**config.mk**
```make
export PLATFORM = sky130hd
export DESIGN_NAME = reset_state_initializer
export DESIGN_NICKNAME = d
export VERILOG_FILES = /design/src/rst_init_pkg.sv /design/src/reset_state_initializer.sv
export SDC_FILE = /design/constraint.sdc
export NUM_CORES = 1
export LEC_CHECK = 0
export BUFFER_PORTS_ARGS = -buffer_cell sky130_fd_sc_hd__buf_2
export CAP_MARGIN = 30
export CELL_PAD_IN_SITES_DETAIL_PLACEMENT = 1
export CELL_PAD_IN_SITES_GLOBAL_PLACEMENT = 2
export CORE_UTILIZATION = 37
export CTS_CLUSTER_DIAMETER = 120
export DETAILED_ROUTE_END_ITERATION = 6
export GPL_TIMING_DRIVEN = 0
export PLACE_DENSITY_LB_ADDON = 0.1
export SLEW_MARGIN = 20
export SYNTH_ARGS = -nofsm -noshare
export SYNTH_HDL_FRONTEND = slang
export SYNTH_SLANG_ARGS = --single-unit
```
**constraint.sdc**
```tcl
create_clock -name sys_clk -period 2.8 [get_ports sys_clk]
set_clock_uncertainty 0.15 [all_clocks]
set_input_delay 0.56 -clock sys_clk [delete_from_list [all_inputs] [get_ports sys_clk]]
set_output_delay 0.56 -clock sys_clk [all_outputs]
set_load 0.005 [all_outputs]
```
**src/rst_init_pkg.sv**
```systemverilog
// Package of register offsets, reset images and cause encodings for the reset state initializer
package rst_init_pkg;
  // Register offsets
  localparam logic [7:0] OFF_INDIRECT   = 8'h00;
  localparam logic [7:0] OFF_TIMER_ZERO_COUNT       = 8'h01;
  localparam logic [7:0] OFF_PCL        = 8'h02;
  localparam logic [7:0] OFF_FLAGS      = 8'h03;
  localparam logic [7:0] OFF_POINTER    = 8'h04;
  localparam logic [7:0] OFF_PORT_A_LATCH      = 8'h05;
  localparam logic [7:0] OFF_PORT_B_LATCH      = 8'h06;
  localparam logic [7:0] OFF_PCHI       = 8'h0a;
  localparam logic [7:0] OFF_IRQCTL     = 8'h0b;
  localparam logic [7:0] OFF_PIRQ       = 8'h0c;
  localparam logic [7:0] OFF_CMP        = 8'h1f;
  localparam logic [7:0] OFF_PRESC      = 8'h81;
  localparam logic [7:0] OFF_DIRA       = 8'h85;
  localparam logic [7:0] OFF_DIRB       = 8'h86;
  localparam logic [7:0] OFF_PIE        = 8'h8c;
  localparam logic [7:0] OFF_PWR        = 8'h8e;
  localparam logic [7:0] OFF_VREF       = 8'h9f;
  localparam logic [7:0] OFF_WACC       = 8'hf0;
  // Implemented-bit masks
  localparam logic [7:0] MASK_PORT_A_LATCH     = 8'h1f;
  localparam logic [7:0] MASK_PCHI      = 8'h1f;
  localparam logic [7:0] MASK_CMP       = 8'hcf;
  localparam logic [7:0] MASK_VREF      = 8'hef;
  localparam logic [7:0] MASK_PWR       = 8'h03;
  localparam logic [7:0] MASK_PIRQ      = 8'h40;
  localparam logic [7:0] MASK_PIE       = 8'h40;
  // Reset images
  localparam logic [7:0] RST_ZERO       = 8'h00;
  localparam logic [7:0] RST_ONES       = 8'hff;
  localparam logic [7:0] RST_DIRA       = 8'h1f;
  localparam logic [7:0] RST_FLAGS_POR  = 8'h18;
  localparam logic [7:0] RST_PWR_POR    = 8'h00;
  // Field positions
  localparam int FLAG_TO  = 4;   // Time-out flag
  localparam int FLAG_PD  = 3;   // Power-down flag
  localparam int PWR_BOR  = 0;   // Brown-out flag
  localparam int PIRQ_CMP = 6;   // Comparator change flag
  localparam int IRQ_GIE  = 7;   // Global irq enable
  localparam int IRQ_FLG  = 1;   // Irq wake flag bit
  localparam int RC_DIV   = 4;   // Clock output divider
  localparam int VREF_EN  = 7;   // Reference enable bit
  localparam int VREF_OE  = 6;   // Reference onto pin bit
  localparam logic [12:0] PC_RESET  = 13'h0000;
  localparam logic [12:0] PC_VECTOR = 13'h0004;
  // Sequencing state
  typedef enum logic [5:0] {
    ST_RUN   = 6'b000001,
    ST_SLEEP = 6'b000010,
    ST_STEP  = 6'b000100,
    ST_VEC   = 6'b001000,
    ST_HOLD  = 6'b010000,
    ST_IDLE  = 6'b100000
  } state_t;
endpackage

```
**src/reset_state_initializer.sv**
```systemverilog
// Reset and wake-up initializer for the cpu control registers
//
// Local design decision: strobed register access.
`timescale 1ns/1ps
// Function
// Power-on loads pc 000h, flags 0001 1xxx (low bits cleared here) and power flags 0x.
// External reset while running clears pc and the top three flag bits, rest kept.
// External reset in sleep clears pc and sets flags to 0001 0uuu.
// Brown-out clears pc, flags to 000x xuuu and clears power-flag bit 0; power-on also clears it, other causes keep it.
// Interrupt wake-up resumes at pc+1 with flags uuu1 0uuu and power flags kept.
// With global irq enable set the wake-up runs pc+1 then loads vector 0004h.
// Any wake-up records its source in irq flag bits and leaves other registers alone; here only an interrupt wake sets irq flag bit 1.
// A comparator-change wake-up sets periph flag bit 6; other wake-ups keep it.
// Power-on seen together with another cause wins and applies power-on images.
// Every reset loads vref control with 000- 0000; wake-ups keep it.
// Resets set prescaler and port directions to ones and clear pc low, pc high and comparator.
// Working, timer, pointer and port latches keep contents on all but power-on.
// The time-out and power-down bits follow the reset or wake-up cause.
// Unimplemented bits always read zero.
// In RC mode the clock output toggles at oscillator divided by 4.
// Any reset clears the vref enable, pin drive, range and value bits.
// Cause bits persist until software rewrites them or a new cause overrides.
module reset_state_initializer (
  input  wire logic        sys_clk,        // Core clock
  input  wire logic        reset,          // Synchronous reset, active high
  input  wire logic        power_on,       // Power-on cause pulse
  input  wire logic        external_reset_pin, // External reset request
  input  wire logic        watchdog_timeout, // Watchdog time-out pulse
  input  wire logic        brown_out,      // Brown-out cause pulse
  input  wire logic        sleep_req,      // Core enters sleep
  input  wire logic        irq_wake,       // Interrupt wake request
  input  wire logic        cmp_change,     // Comparator input changed
  input  wire logic        rc_mode,        // RC oscillator mode select
  input  wire logic [7:0]  reg_addr,       // Register address
  input  wire logic [7:0]  reg_wdata,      // Write data
  input  wire logic        reg_wr,         // Write strobe
  input  wire logic        reg_rd,         // Read strobe
  output logic      [7:0]  reg_rdata,      // Read data, one cycle later
  output logic      [12:0] pc_out,         // Program counter
  output logic             sleeping,       // Core is asleep
  output logic             quarter_osc_output, // Clock divided by 4
  output logic             vref_on,        // Reference enable
  output logic             vref_pin_drive  // Reference onto pin
);
  // Sequencing state, program counter and held wake cause
  rst_init_pkg::state_t st_r;
  logic [12:0]          pc_r;
  logic                 irq_woke_r;
  // Register images
  logic [7:0]           wacc_r;
  logic [7:0]           tmr_r;
  logic [7:0]           ptr_r;
  logic [7:0]           port_a_latch_r;
  logic [7:0]           port_b_latch_r;
  logic [7:0]           pchi_r;
  logic [7:0]           irq_r;
  logic [7:0]           pirq_r;
  logic [7:0]           cmp_r;
  logic [7:0]           presc_r;
  logic [7:0]           dira_r;
  logic [7:0]           dirb_r;
  logic [7:0]           pie_r;
  logic [7:0]           pwr_r;
  logic [7:0]           vref_r;
  logic [7:0]           flags_r;
  // Quarter clock divider and cause decode
  logic [1:0]           div_r;
  logic                 qclk_r;
  logic                 por_any;
  logic                 rst_any;
  logic                 wake;
  logic                 wr;

  // Cause decode: power-on dominates any other cause
  assign por_any = reset | power_on;
  assign rst_any = por_any | external_reset_pin | brown_out |
                   (watchdog_timeout & st_r != rst_init_pkg::ST_SLEEP);
  assign wake    = st_r == rst_init_pkg::ST_SLEEP & (irq_wake | watchdog_timeout | cmp_change);
  assign wr      = reg_wr & ~rst_any & ~wake;

  // Sleep and wake sequencing
  always_ff @(posedge sys_clk) begin
    if (rst_any) begin
      st_r <= rst_init_pkg::ST_RUN;
    end else begin
      case (st_r)
        rst_init_pkg::ST_RUN: begin
          if (sleep_req) begin
            st_r <= rst_init_pkg::ST_SLEEP;
          end
        end
        rst_init_pkg::ST_SLEEP: begin
          if (wake) begin
            st_r <= rst_init_pkg::ST_STEP;
          end
        end
        rst_init_pkg::ST_STEP: begin
          // Execute pc+1, then vector if enabled
          st_r <= irq_r[rst_init_pkg::IRQ_GIE] & irq_woke_r ?
                  rst_init_pkg::ST_VEC : rst_init_pkg::ST_RUN;
        end
        rst_init_pkg::ST_VEC:  st_r <= rst_init_pkg::ST_RUN;
        rst_init_pkg::ST_HOLD: st_r <= rst_init_pkg::ST_RUN;
        rst_init_pkg::ST_IDLE: st_r <= rst_init_pkg::ST_RUN;
        default:               st_r <= rst_init_pkg::ST_RUN;
      endcase
    end
  end

  // Interrupt wake cause, held for the step after wake-up since the request pulse is gone
  always_ff @(posedge sys_clk) begin
    if (rst_any) begin
      irq_woke_r <= 1'b0;
    end else if (wake) begin
      irq_woke_r <= irq_wake | cmp_change;
    end
  end

  // Program counter
  always_ff @(posedge sys_clk) begin
    if (rst_any) begin
      pc_r <= rst_init_pkg::PC_RESET;
    end else if (wake) begin
      pc_r <= pc_r + 13'h0001;
    end else if (st_r == rst_init_pkg::ST_STEP &&
                 irq_r[rst_init_pkg::IRQ_GIE] && irq_woke_r) begin
      pc_r <= rst_init_pkg::PC_VECTOR;
    end else if (wr && reg_addr == rst_init_pkg::OFF_PCL) begin
      pc_r <= {pchi_r[4:0], reg_wdata};
    end
  end

  // Cpu flags: time-out and power-down follow the cause
  always_ff @(posedge sys_clk) begin
    if (por_any) begin
      flags_r <= rst_init_pkg::RST_FLAGS_POR;
    end else if (brown_out) begin
      flags_r <= {3'b000, flags_r[4:0]};
    end else if (external_reset_pin && st_r == rst_init_pkg::ST_SLEEP) begin
      flags_r <= {3'b000, 1'b1, 1'b0, flags_r[2:0]};
    end else if (external_reset_pin) begin
      flags_r <= {3'b000, flags_r[4:0]};
    end else if (watchdog_timeout && st_r != rst_init_pkg::ST_SLEEP) begin
      flags_r <= {3'b000, 1'b0, flags_r[3:0]};
    end else if (wake && irq_wake | cmp_change) begin
      flags_r <= {flags_r[7:5], 1'b1, 1'b0, flags_r[2:0]};
    end else if (wake) begin
      flags_r <= {flags_r[7:5], 1'b0, 1'b0, flags_r[2:0]};
    end else if (sleep_req && st_r == rst_init_pkg::ST_RUN) begin
      flags_r[rst_init_pkg::FLAG_PD] <= 1'b0;
    end else if (wr && reg_addr == rst_init_pkg::OFF_FLAGS) begin
      flags_r <= {reg_wdata[7:5], flags_r[4:3], reg_wdata[2:0]};
    end
  end

  // Power cause flags: bit 0 cleared by brown-out and by power-on
  always_ff @(posedge sys_clk) begin
    if (por_any) begin
      pwr_r <= rst_init_pkg::RST_PWR_POR;
    end else if (brown_out) begin
      pwr_r[rst_init_pkg::PWR_BOR] <= 1'b0;
    end else if (wr && reg_addr == rst_init_pkg::OFF_PWR) begin
      pwr_r <= reg_wdata & rst_init_pkg::MASK_PWR;
    end
  end

  // Registers with fixed reset images, kept on wake-up
  always_ff @(posedge sys_clk) begin
    if (rst_any) begin
      vref_r  <= rst_init_pkg::RST_ZERO;
      presc_r <= rst_init_pkg::RST_ONES;
      dirb_r  <= rst_init_pkg::RST_ONES;
      dira_r  <= rst_init_pkg::RST_DIRA;
      pchi_r  <= rst_init_pkg::RST_ZERO;
      cmp_r   <= rst_init_pkg::RST_ZERO;
      pie_r   <= rst_init_pkg::RST_ZERO;
    end else if (wr) begin
      case (reg_addr)
        rst_init_pkg::OFF_VREF:  vref_r  <= reg_wdata & rst_init_pkg::MASK_VREF;
        rst_init_pkg::OFF_PRESC: presc_r <= reg_wdata;
        rst_init_pkg::OFF_DIRB:  dirb_r  <= reg_wdata;
        rst_init_pkg::OFF_DIRA:  dira_r  <= reg_wdata & rst_init_pkg::MASK_PORT_A_LATCH;
        rst_init_pkg::OFF_PCHI:  pchi_r  <= reg_wdata & rst_init_pkg::MASK_PCHI;
        rst_init_pkg::OFF_CMP:   cmp_r   <= reg_wdata & rst_init_pkg::MASK_CMP;
        rst_init_pkg::OFF_PIE:   pie_r   <= reg_wdata & rst_init_pkg::MASK_PIE;
        default: ;
      endcase
    end
  end

  // Interrupt flags record the wake-up source
  always_ff @(posedge sys_clk) begin
    if (rst_any) begin
      irq_r  <= rst_init_pkg::RST_ZERO;
      pirq_r <= rst_init_pkg::RST_ZERO;
    end else if (wake) begin
      irq_r[rst_init_pkg::IRQ_FLG] <= irq_r[rst_init_pkg::IRQ_FLG] | irq_wake;
      pirq_r[rst_init_pkg::PIRQ_CMP] <= pirq_r[rst_init_pkg::PIRQ_CMP] | cmp_change;
    end else if (wr && reg_addr == rst_init_pkg::OFF_IRQCTL) begin
      irq_r <= reg_wdata;
    end else if (wr && reg_addr == rst_init_pkg::OFF_PIRQ) begin
      pirq_r <= (reg_wdata & rst_init_pkg::MASK_PIRQ) |
                ({7'h00, cmp_change} << rst_init_pkg::PIRQ_CMP); // Set beats clear
    end else if (cmp_change) begin
      pirq_r[rst_init_pkg::PIRQ_CMP] <= 1'b1;
    end
  end

  // Data registers: zero on power-on stands in for unknown, kept otherwise
  always_ff @(posedge sys_clk) begin
    if (por_any) begin
      wacc_r  <= rst_init_pkg::RST_ZERO;
      tmr_r   <= rst_init_pkg::RST_ZERO;
      ptr_r   <= rst_init_pkg::RST_ZERO;
      port_a_latch_r <= rst_init_pkg::RST_ZERO;
      port_b_latch_r <= rst_init_pkg::RST_ZERO;
    end else if (wr) begin
      case (reg_addr)
        rst_init_pkg::OFF_WACC:    wacc_r  <= reg_wdata;
        rst_init_pkg::OFF_TIMER_ZERO_COUNT:    tmr_r   <= reg_wdata;
        rst_init_pkg::OFF_POINTER: ptr_r   <= reg_wdata;
        rst_init_pkg::OFF_PORT_A_LATCH:   port_a_latch_r <= reg_wdata & rst_init_pkg::MASK_PORT_A_LATCH;
        rst_init_pkg::OFF_PORT_B_LATCH:   port_b_latch_r <= reg_wdata;
        default: ;
      endcase
    end
  end

  // Read data, one cycle after the strobe
  always_ff @(posedge sys_clk) begin
    if (reset) begin
      reg_rdata <= rst_init_pkg::RST_ZERO;
    end else if (reg_rd) begin
      case (reg_addr)
        rst_init_pkg::OFF_INDIRECT: reg_rdata <= rst_init_pkg::RST_ZERO;
        rst_init_pkg::OFF_TIMER_ZERO_COUNT:     reg_rdata <= tmr_r;
        rst_init_pkg::OFF_PCL:      reg_rdata <= pc_r[7:0];
        rst_init_pkg::OFF_FLAGS:    reg_rdata <= flags_r;
        rst_init_pkg::OFF_POINTER:  reg_rdata <= ptr_r;
        rst_init_pkg::OFF_PORT_A_LATCH:    reg_rdata <= port_a_latch_r;
        rst_init_pkg::OFF_PORT_B_LATCH:    reg_rdata <= port_b_latch_r;
        rst_init_pkg::OFF_PCHI:     reg_rdata <= pchi_r;
        rst_init_pkg::OFF_IRQCTL:   reg_rdata <= irq_r;
        rst_init_pkg::OFF_PIRQ:     reg_rdata <= pirq_r;
        rst_init_pkg::OFF_CMP:      reg_rdata <= cmp_r;
        rst_init_pkg::OFF_PRESC:    reg_rdata <= presc_r;
        rst_init_pkg::OFF_DIRA:     reg_rdata <= dira_r;
        rst_init_pkg::OFF_DIRB:     reg_rdata <= dirb_r;
        rst_init_pkg::OFF_PIE:      reg_rdata <= pie_r;
        rst_init_pkg::OFF_PWR:      reg_rdata <= pwr_r;
        rst_init_pkg::OFF_VREF:     reg_rdata <= vref_r;
        rst_init_pkg::OFF_WACC:     reg_rdata <= wacc_r;
        default:                    reg_rdata <= rst_init_pkg::RST_ZERO;
      endcase
    end else begin
      reg_rdata <= rst_init_pkg::RST_ZERO;
    end
  end

  // Quarter-rate clock output in RC mode
  always_ff @(posedge sys_clk) begin
    if (reset || !rc_mode) begin
      div_r  <= 2'b00;
      qclk_r <= 1'b0;
    end else begin
      div_r <= div_r + 2'b01;
      if (div_r[0]) begin
        qclk_r <= ~qclk_r;
      end
    end
  end

  // Registered outputs
  always_ff @(posedge sys_clk) begin
    if (reset) begin
      pc_out             <= rst_init_pkg::PC_RESET;
      sleeping           <= 1'b0;
      quarter_osc_output <= 1'b0;
      vref_on            <= 1'b0;
      vref_pin_drive     <= 1'b0;
    end else begin
      pc_out             <= pc_r;
      sleeping           <= st_r == rst_init_pkg::ST_SLEEP;
      quarter_osc_output <= qclk_r;
      vref_on            <= vref_r[rst_init_pkg::VREF_EN];
      vref_pin_drive     <= vref_r[rst_init_pkg::VREF_OE];
    end
  end

  // Checks on cause images and wake-up handling
  a_por_flags: assert property (@(posedge sys_clk)
    power_on |=> flags_r == rst_init_pkg::RST_FLAGS_POR)
    else $error("power-on flags image wrong");

  a_ext_pc: assert property (@(posedge sys_clk)
    external_reset_pin |=> pc_r == rst_init_pkg::PC_RESET)
    else $error("pc not cleared on external reset");

  a_sleep_ext: assert property (@(posedge sys_clk) disable iff (reset)
    external_reset_pin && !power_on && !brown_out && st_r == rst_init_pkg::ST_SLEEP
    |=> flags_r[rst_init_pkg::FLAG_TO] && !flags_r[rst_init_pkg::FLAG_PD])
    else $error("external reset in sleep left wrong flags");

  a_bor_bit: assert property (@(posedge sys_clk) disable iff (reset)
    brown_out && !power_on |=> !pwr_r[rst_init_pkg::PWR_BOR])
    else $error("brown-out did not clear bit 0");

  a_wake_pc: assert property (@(posedge sys_clk) disable iff (reset)
    wake && !rst_any |=> pc_r == $past(pc_r) + 13'h0001)
    else $error("wake pc not incremented");

  a_wake_vector: assert property (@(posedge sys_clk) disable iff (reset)
    st_r == rst_init_pkg::ST_STEP && irq_woke_r && irq_r[rst_init_pkg::IRQ_GIE] && !rst_any
    |=> pc_r == rst_init_pkg::PC_VECTOR)
    else $error("interrupt vector not loaded after wake");

  a_wake_record: assert property (@(posedge sys_clk) disable iff (reset)
    wake && irq_wake && !rst_any |=> irq_r[rst_init_pkg::IRQ_FLG])
    else $error("interrupt wake source not recorded");

  a_cmp_wake: assert property (@(posedge sys_clk) disable iff (reset)
    wake && cmp_change && !rst_any |=> pirq_r[rst_init_pkg::PIRQ_CMP])
    else $error("comparator wake not recorded");

  a_por_wins: assert property (@(posedge sys_clk)
    power_on && (external_reset_pin || brown_out || watchdog_timeout)
    |=> flags_r == rst_init_pkg::RST_FLAGS_POR && pwr_r == rst_init_pkg::RST_PWR_POR)
    else $error("power-on did not override another cause");

  a_vref_reset: assert property (@(posedge sys_clk)
    rst_any |=> vref_r == rst_init_pkg::RST_ZERO)
    else $error("vref not cleared by reset");

  a_vref_keep: assert property (@(posedge sys_clk) disable iff (reset)
    wake && !rst_any |=> vref_r == $past(vref_r))
    else $error("vref changed on wake");

  a_dir_reset: assert property (@(posedge sys_clk)
    rst_any |=> dira_r == rst_init_pkg::RST_DIRA && dirb_r == rst_init_pkg::RST_ONES)
    else $error("direction images wrong");

  a_img_reset: assert property (@(posedge sys_clk)
    rst_any |=> presc_r == rst_init_pkg::RST_ONES && pchi_r == rst_init_pkg::RST_ZERO &&
                cmp_r == rst_init_pkg::RST_ZERO)
    else $error("prescaler, latch or comparator image wrong");

  a_data_keep: assert property (@(posedge sys_clk) disable iff (reset)
    rst_any && !power_on |=> wacc_r == $past(wacc_r) && tmr_r == $past(tmr_r) &&
                             ptr_r == $past(ptr_r))
    else $error("data register changed on a non power-on reset");

  a_pd_wake: assert property (@(posedge sys_clk) disable iff (reset)
    wake && !rst_any |=> !flags_r[rst_init_pkg::FLAG_PD])
    else $error("power-down bit not cleared on wake");

  a_wdt_flags: assert property (@(posedge sys_clk) disable iff (reset)
    watchdog_timeout && st_r != rst_init_pkg::ST_SLEEP && !power_on && !brown_out &&
    !external_reset_pin |=> !flags_r[rst_init_pkg::FLAG_TO])
    else $error("time-out bit not cleared on watchdog reset");

  a_unimp_zero: assert property (@(posedge sys_clk) disable iff (reset)
    (vref_r & ~rst_init_pkg::MASK_VREF) == rst_init_pkg::RST_ZERO &&
    (dira_r & ~rst_init_pkg::MASK_PORT_A_LATCH) == rst_init_pkg::RST_ZERO &&
    (pwr_r & ~rst_init_pkg::MASK_PWR) == rst_init_pkg::RST_ZERO)
    else $error("unimplemented bit set");

  a_quarter_idle: assert property (@(posedge sys_clk) disable iff (reset)
    !rc_mode |=> !qclk_r)
    else $error("quarter clock runs outside RC mode");

  a_vref_outs: assert property (@(posedge sys_clk) disable iff (reset)
    !$past(reset) |-> vref_on == $past(vref_r[rst_init_pkg::VREF_EN]) &&
                      vref_pin_drive == $past(vref_r[rst_init_pkg::VREF_OE]))
    else $error("reference outputs do not follow vref control");

  a_cause_keep: assert property (@(posedge sys_clk) disable iff (reset)
    !rst_any && !(wr && reg_addr == rst_init_pkg::OFF_PWR) |=> pwr_r == $past(pwr_r))
    else $error("power cause flags changed with no cause");

  // Main scenarios reached
  c_sleep_wake: cover property (@(posedge sys_clk) st_r == rst_init_pkg::ST_SLEEP ##1 wake);
  c_vector: cover property (@(posedge sys_clk) st_r == rst_init_pkg::ST_VEC);
  c_brown: cover property (@(posedge sys_clk) brown_out && !power_on);
  c_cmp_wake: cover property (@(posedge sys_clk) wake && cmp_change);
  c_ext_sleep: cover property (@(posedge sys_clk)
    external_reset_pin && st_r == rst_init_pkg::ST_SLEEP);
endmodule

```
==> flow_summary.json <==
{
  "status": "finished, final reports clean",
  "wl_mm": 26.4,
  "yosysWarnings": 0,
  "syn-num-nets": 790,
  "drc": 0,
  "ys.flop_type": "dfxtp_1",
  "clk_latency_ns": 0.43,
  "gp_congestion": 0.933,
  "maxCapViolCount": 0,
  "synth_seq_area_share_pct": 42.3,
  "cp_slowest_cell": "a2111oi_0",
  "clock-sinks": 141,
  "dieHeight_microns": 136,
  "diodes": 0,
  "tightest_slew_ns": 0.885,
  "p_leak_nw": 2.91,
  "ant_nets": 0,
  "cts.htree.levels": 4,
  "clockBufferDepth": 2,
  "cp.required_ns": 2.92,
  "cts_tree": "yes",
  "grt_antenna_before_repair": 0,
  "r2r-start": "st_r[0]$_SDFFE_PP1P_",
  "final-setup-viol-count": 0,
  "grtUsageTotal_pct": 29.7,
  "crit_arrival_ns": 2.86,
  "grt_max_degree": 17,
  "core_area_sq_um": 17500,
  "async_flop_share_pct": 0,
  "crit_path_start_kind": "input pin",
  "grt_pass1_vias": 6243,
  "worst-path-max-fanout": 10,
  "criticalPathCategory": "input pin to flip-flop",
  "timing.final.crit_share_pct": 98.1,
  "max_stage_delay_ns": 0.74,
  "synth-edff-count": 0,
  "reg2reg_to": "cmp_r[7]$_SDFFE_PP0P_",
  "avgSynthCellArea_sq_um": 8.78,
  "placed_area_sq_um": 7190,
  "vdd_ir_drop_max_v": 0.000399,
  "dieWidth_microns": 136,
  "reg2reg_slack_ns": 0.21,
  "syn_inst": 761,
  "synth_cell_type_count": 78,
  "path_clk_slew_ns": 0.06,
  "io_pins": 53,
  "syn_to_final_growth_pct": 17.2,
  "path_cells": "clkbuf_1 > clkbuf_1 > clkbuf_1 > o41ai_1 > a2111oi_0 > a22oi_1",
  "rr_worst_depth": 7,
  "first_pass_iters": 5,
  "nets": 856,
  "portBuffers": 44,
  "initial_core_util_pct": 38.2,
  "vias": 6374,
  "drtIter0Drc": 574,
  "finalInstanceArea_sq_um": 7830,
  "cts_hold_buf": 0,
  "cts-root-buf": "clkbuf_16",
  "grt_first_pass_wirelength_mm": 39.4,
  "synthTopCellsByArea": "dfxtp_1, mux2i_1, nand2_1",
  "worstHoldPathType": "input pin to flip-flop",
  "wire_per_inst_microns": 24.8,
  "vias_per_cell": 5.99,
  "synth_top_area_share_pct": 42.3,
  "period_needed_ns": 2.75,
  "slew_viol_final": 0,
  "dp_hpwl_mm": 19.4,
  "netlist_area_sq_um": 6680,
  "rsz0062_at_grt": "no",
  "hold_viol": 0,
  "drive_gt1_share_pct": 15.4,
  "max_freq_mhz": 364,
  "slew_headroom_pct": 40.5,
  "die-area_sq_um": 18600,
  "numCtsBuffers": 17,
  "cp_common_cell": "clkbuf_1",
  "ys_ff_latch": 141,
  "power_mw": 4.62,
  "yosys.area.top_type": "dfxtp_1",
  "endpoint": "reg_rdata[2]$_SDFF_PP0_",
  "num_rows": 48,
  "grt_overflow": 0,
  "startpoint": "reg_addr[0]",
  "end_kind": "flip-flop",
  "power_density_nw_per_um2": 590
}
[logic make-up (layout without fill, tap and decap cells)]
family                     Yosys count  in the layout  synth area share (%)
muxes                               80             80                  12.1
and+or+nand+nor                    334            334                  26.5
xor gates and xnor gates             6              6                 0.787
adders and majority gates            1              1                 0.187
DFF                                141            141                  42.3
AOI/OAI and AO/OA                  135            135                  14.0
buffers and inverters               64            142                  4.08
[cell usage after synthesis, types with 9 or more instances]
cell type	instances
nand4_1	13
nor4_1	9
clkbuf_1	39
nor3_1	11
mux2i_1	73
buf_2	13
nor2_1	80
nor2b_1	19
nand2_1	92
a22oi_1	11
nand3_1	42
dfxtp_1	141
and3_1	9
o21ai_0	22
a21oi_1	39
[metrics by stage]
| stage | setup slack, ns | utilization (%) | TNS [ns] | hold WS [ns] | instances |
|---|---|---|---|---|---|
| global placement | -0.367 | 41.1 | -15.62 | 0.271 | 1030 |
| floorplan | 0.350 | - | 0 | 0.262 | 761 |
| global route | 0.0183 | 44.8 | 0 | 0.246 | 1064 |
| CTS | 0.0948 | 44.6 | 0 | 0.244 | 1062 |
| finish | 0.0525 | 44.8 | 0 | 0.249 | 1064 |
| detailed placement | -0.366 | 41.1 | -15.97 | 0.287 | 1031 |
[where the power goes]
group          switching, mW  total (mW)  internal [mW]  leakage (nW)
Sequential           0.00198        2.01           2.01          1.14
Clock                  0.906        2.35           1.44         0.285
Combinational          0.197       0.259         0.0614          1.48
Total                   1.10        4.62           3.51          2.91
[area by class of cell]
type,count,area (sq um)
flip-flops and latches,141,2820
clock inverters,10,140
inverters,5,18.8
multi-input cells,556,3600
repair buffers,47,250
well taps,225,282
fillers,2069,9650
plain buffers,59,256
clock buffers,21,460
[how the worst min path moves through the flow]
stage | end | slack [ns] | start | depth (start not counted)
2_1_floorplan | div_r[0]$_SDFF_PP0_ | 0.26 | div_r[0]$_SDFF_PP0_ | 1
3_3_place_gp | div_r[0]$_SDFF_PP0_ | 0.27 | div_r[0]$_SDFF_PP0_ | 1
3_5_place_dp | div_r[0]$_SDFF_PP0_ | 0.29 | div_r[0]$_SDFF_PP0_ | 1
4_1_cts | div_r[0]$_SDFF_PP0_ | 0.24 | rc_mode | 3
5_1_grt | qclk_r$_SDFFE_PP0P_ | 0.25 | rc_mode | 3
6_report | div_r[0]$_SDFF_PP0_ | 0.25 | rc_mode | 3
[sequential cells by signal, indices dropped and copies added (netlist names), 2 cells and up]
signal,flops
cmp_r,6
dira_r,5
dirb_r,8
flags_r,8
irq_r,8
pc_out,13
pc_r,13
pchi_r,5
port_a_latch_r,5
port_b_latch_r,8
presc_r,8
ptr_r,8
pwr_r,2
reg_rdata,8
st_r,4
tmr_r,8
vref_r,7
wacc_r,8
[per-layer routing]
layer  vias to the layer above  wire [microns]  global-route usage [%]
met5                         -               0                       0
met4                         0             810                    12.0
met3                        49            1490                    6.71
met2                       211           11900                    45.9
met1                      3233           12200                    39.7
li1                       2881               -                       -
[timing repair]
action / in CTS / in global routing
hold endpoints to repair: 0 / 0
setup buffers: 0 / 1
gates resized for setup: 0 / 5
setup endpoints to repair: 0 / 28
[worst max-delay path, delay by kind of cell]
family / cells / cell delay (ns)
buf+inv: 3 / 1.20
compound gates: 3 / 1.10
[placed cells by master (no fill, tap or decap), types with 4 or more instances in the layout]
| cell | n |
|---|---|
| a31oi_1 | 7 |
| and3_1 | 9 |
| nand4_1 | 13 |
| o21ai_0 | 22 |
| mux2i_1 | 73 |
| clkbuf_16 | 17 |
| nand2_1 | 92 |
| nor2b_1 | 19 |
| nand3_1 | 42 |
| a22o_1 | 4 |
| o211ai_1 | 4 |
| buf_2 | 59 |
| or3_1 | 6 |
| a22oi_1 | 10 |
| mux2_2 | 7 |
| o22ai_1 | 5 |
| a21oi_1 | 39 |
| nor3_1 | 11 |
| dfxtp_1 | 141 |
| a32oi_1 | 5 |
| nand4b_1 | 5 |
| nor2_1 | 80 |
| xnor2_1 | 4 |
| inv_1 | 5 |
| a2bb2oi_1 | 4 |
| clkbuf_1 | 40 |
| nor4_1 | 9 |
| o31a_1 | 4 |
| nand2b_1 | 7 |
| nor3_2 | 6 |
Power figures use the tool's default switching activity.
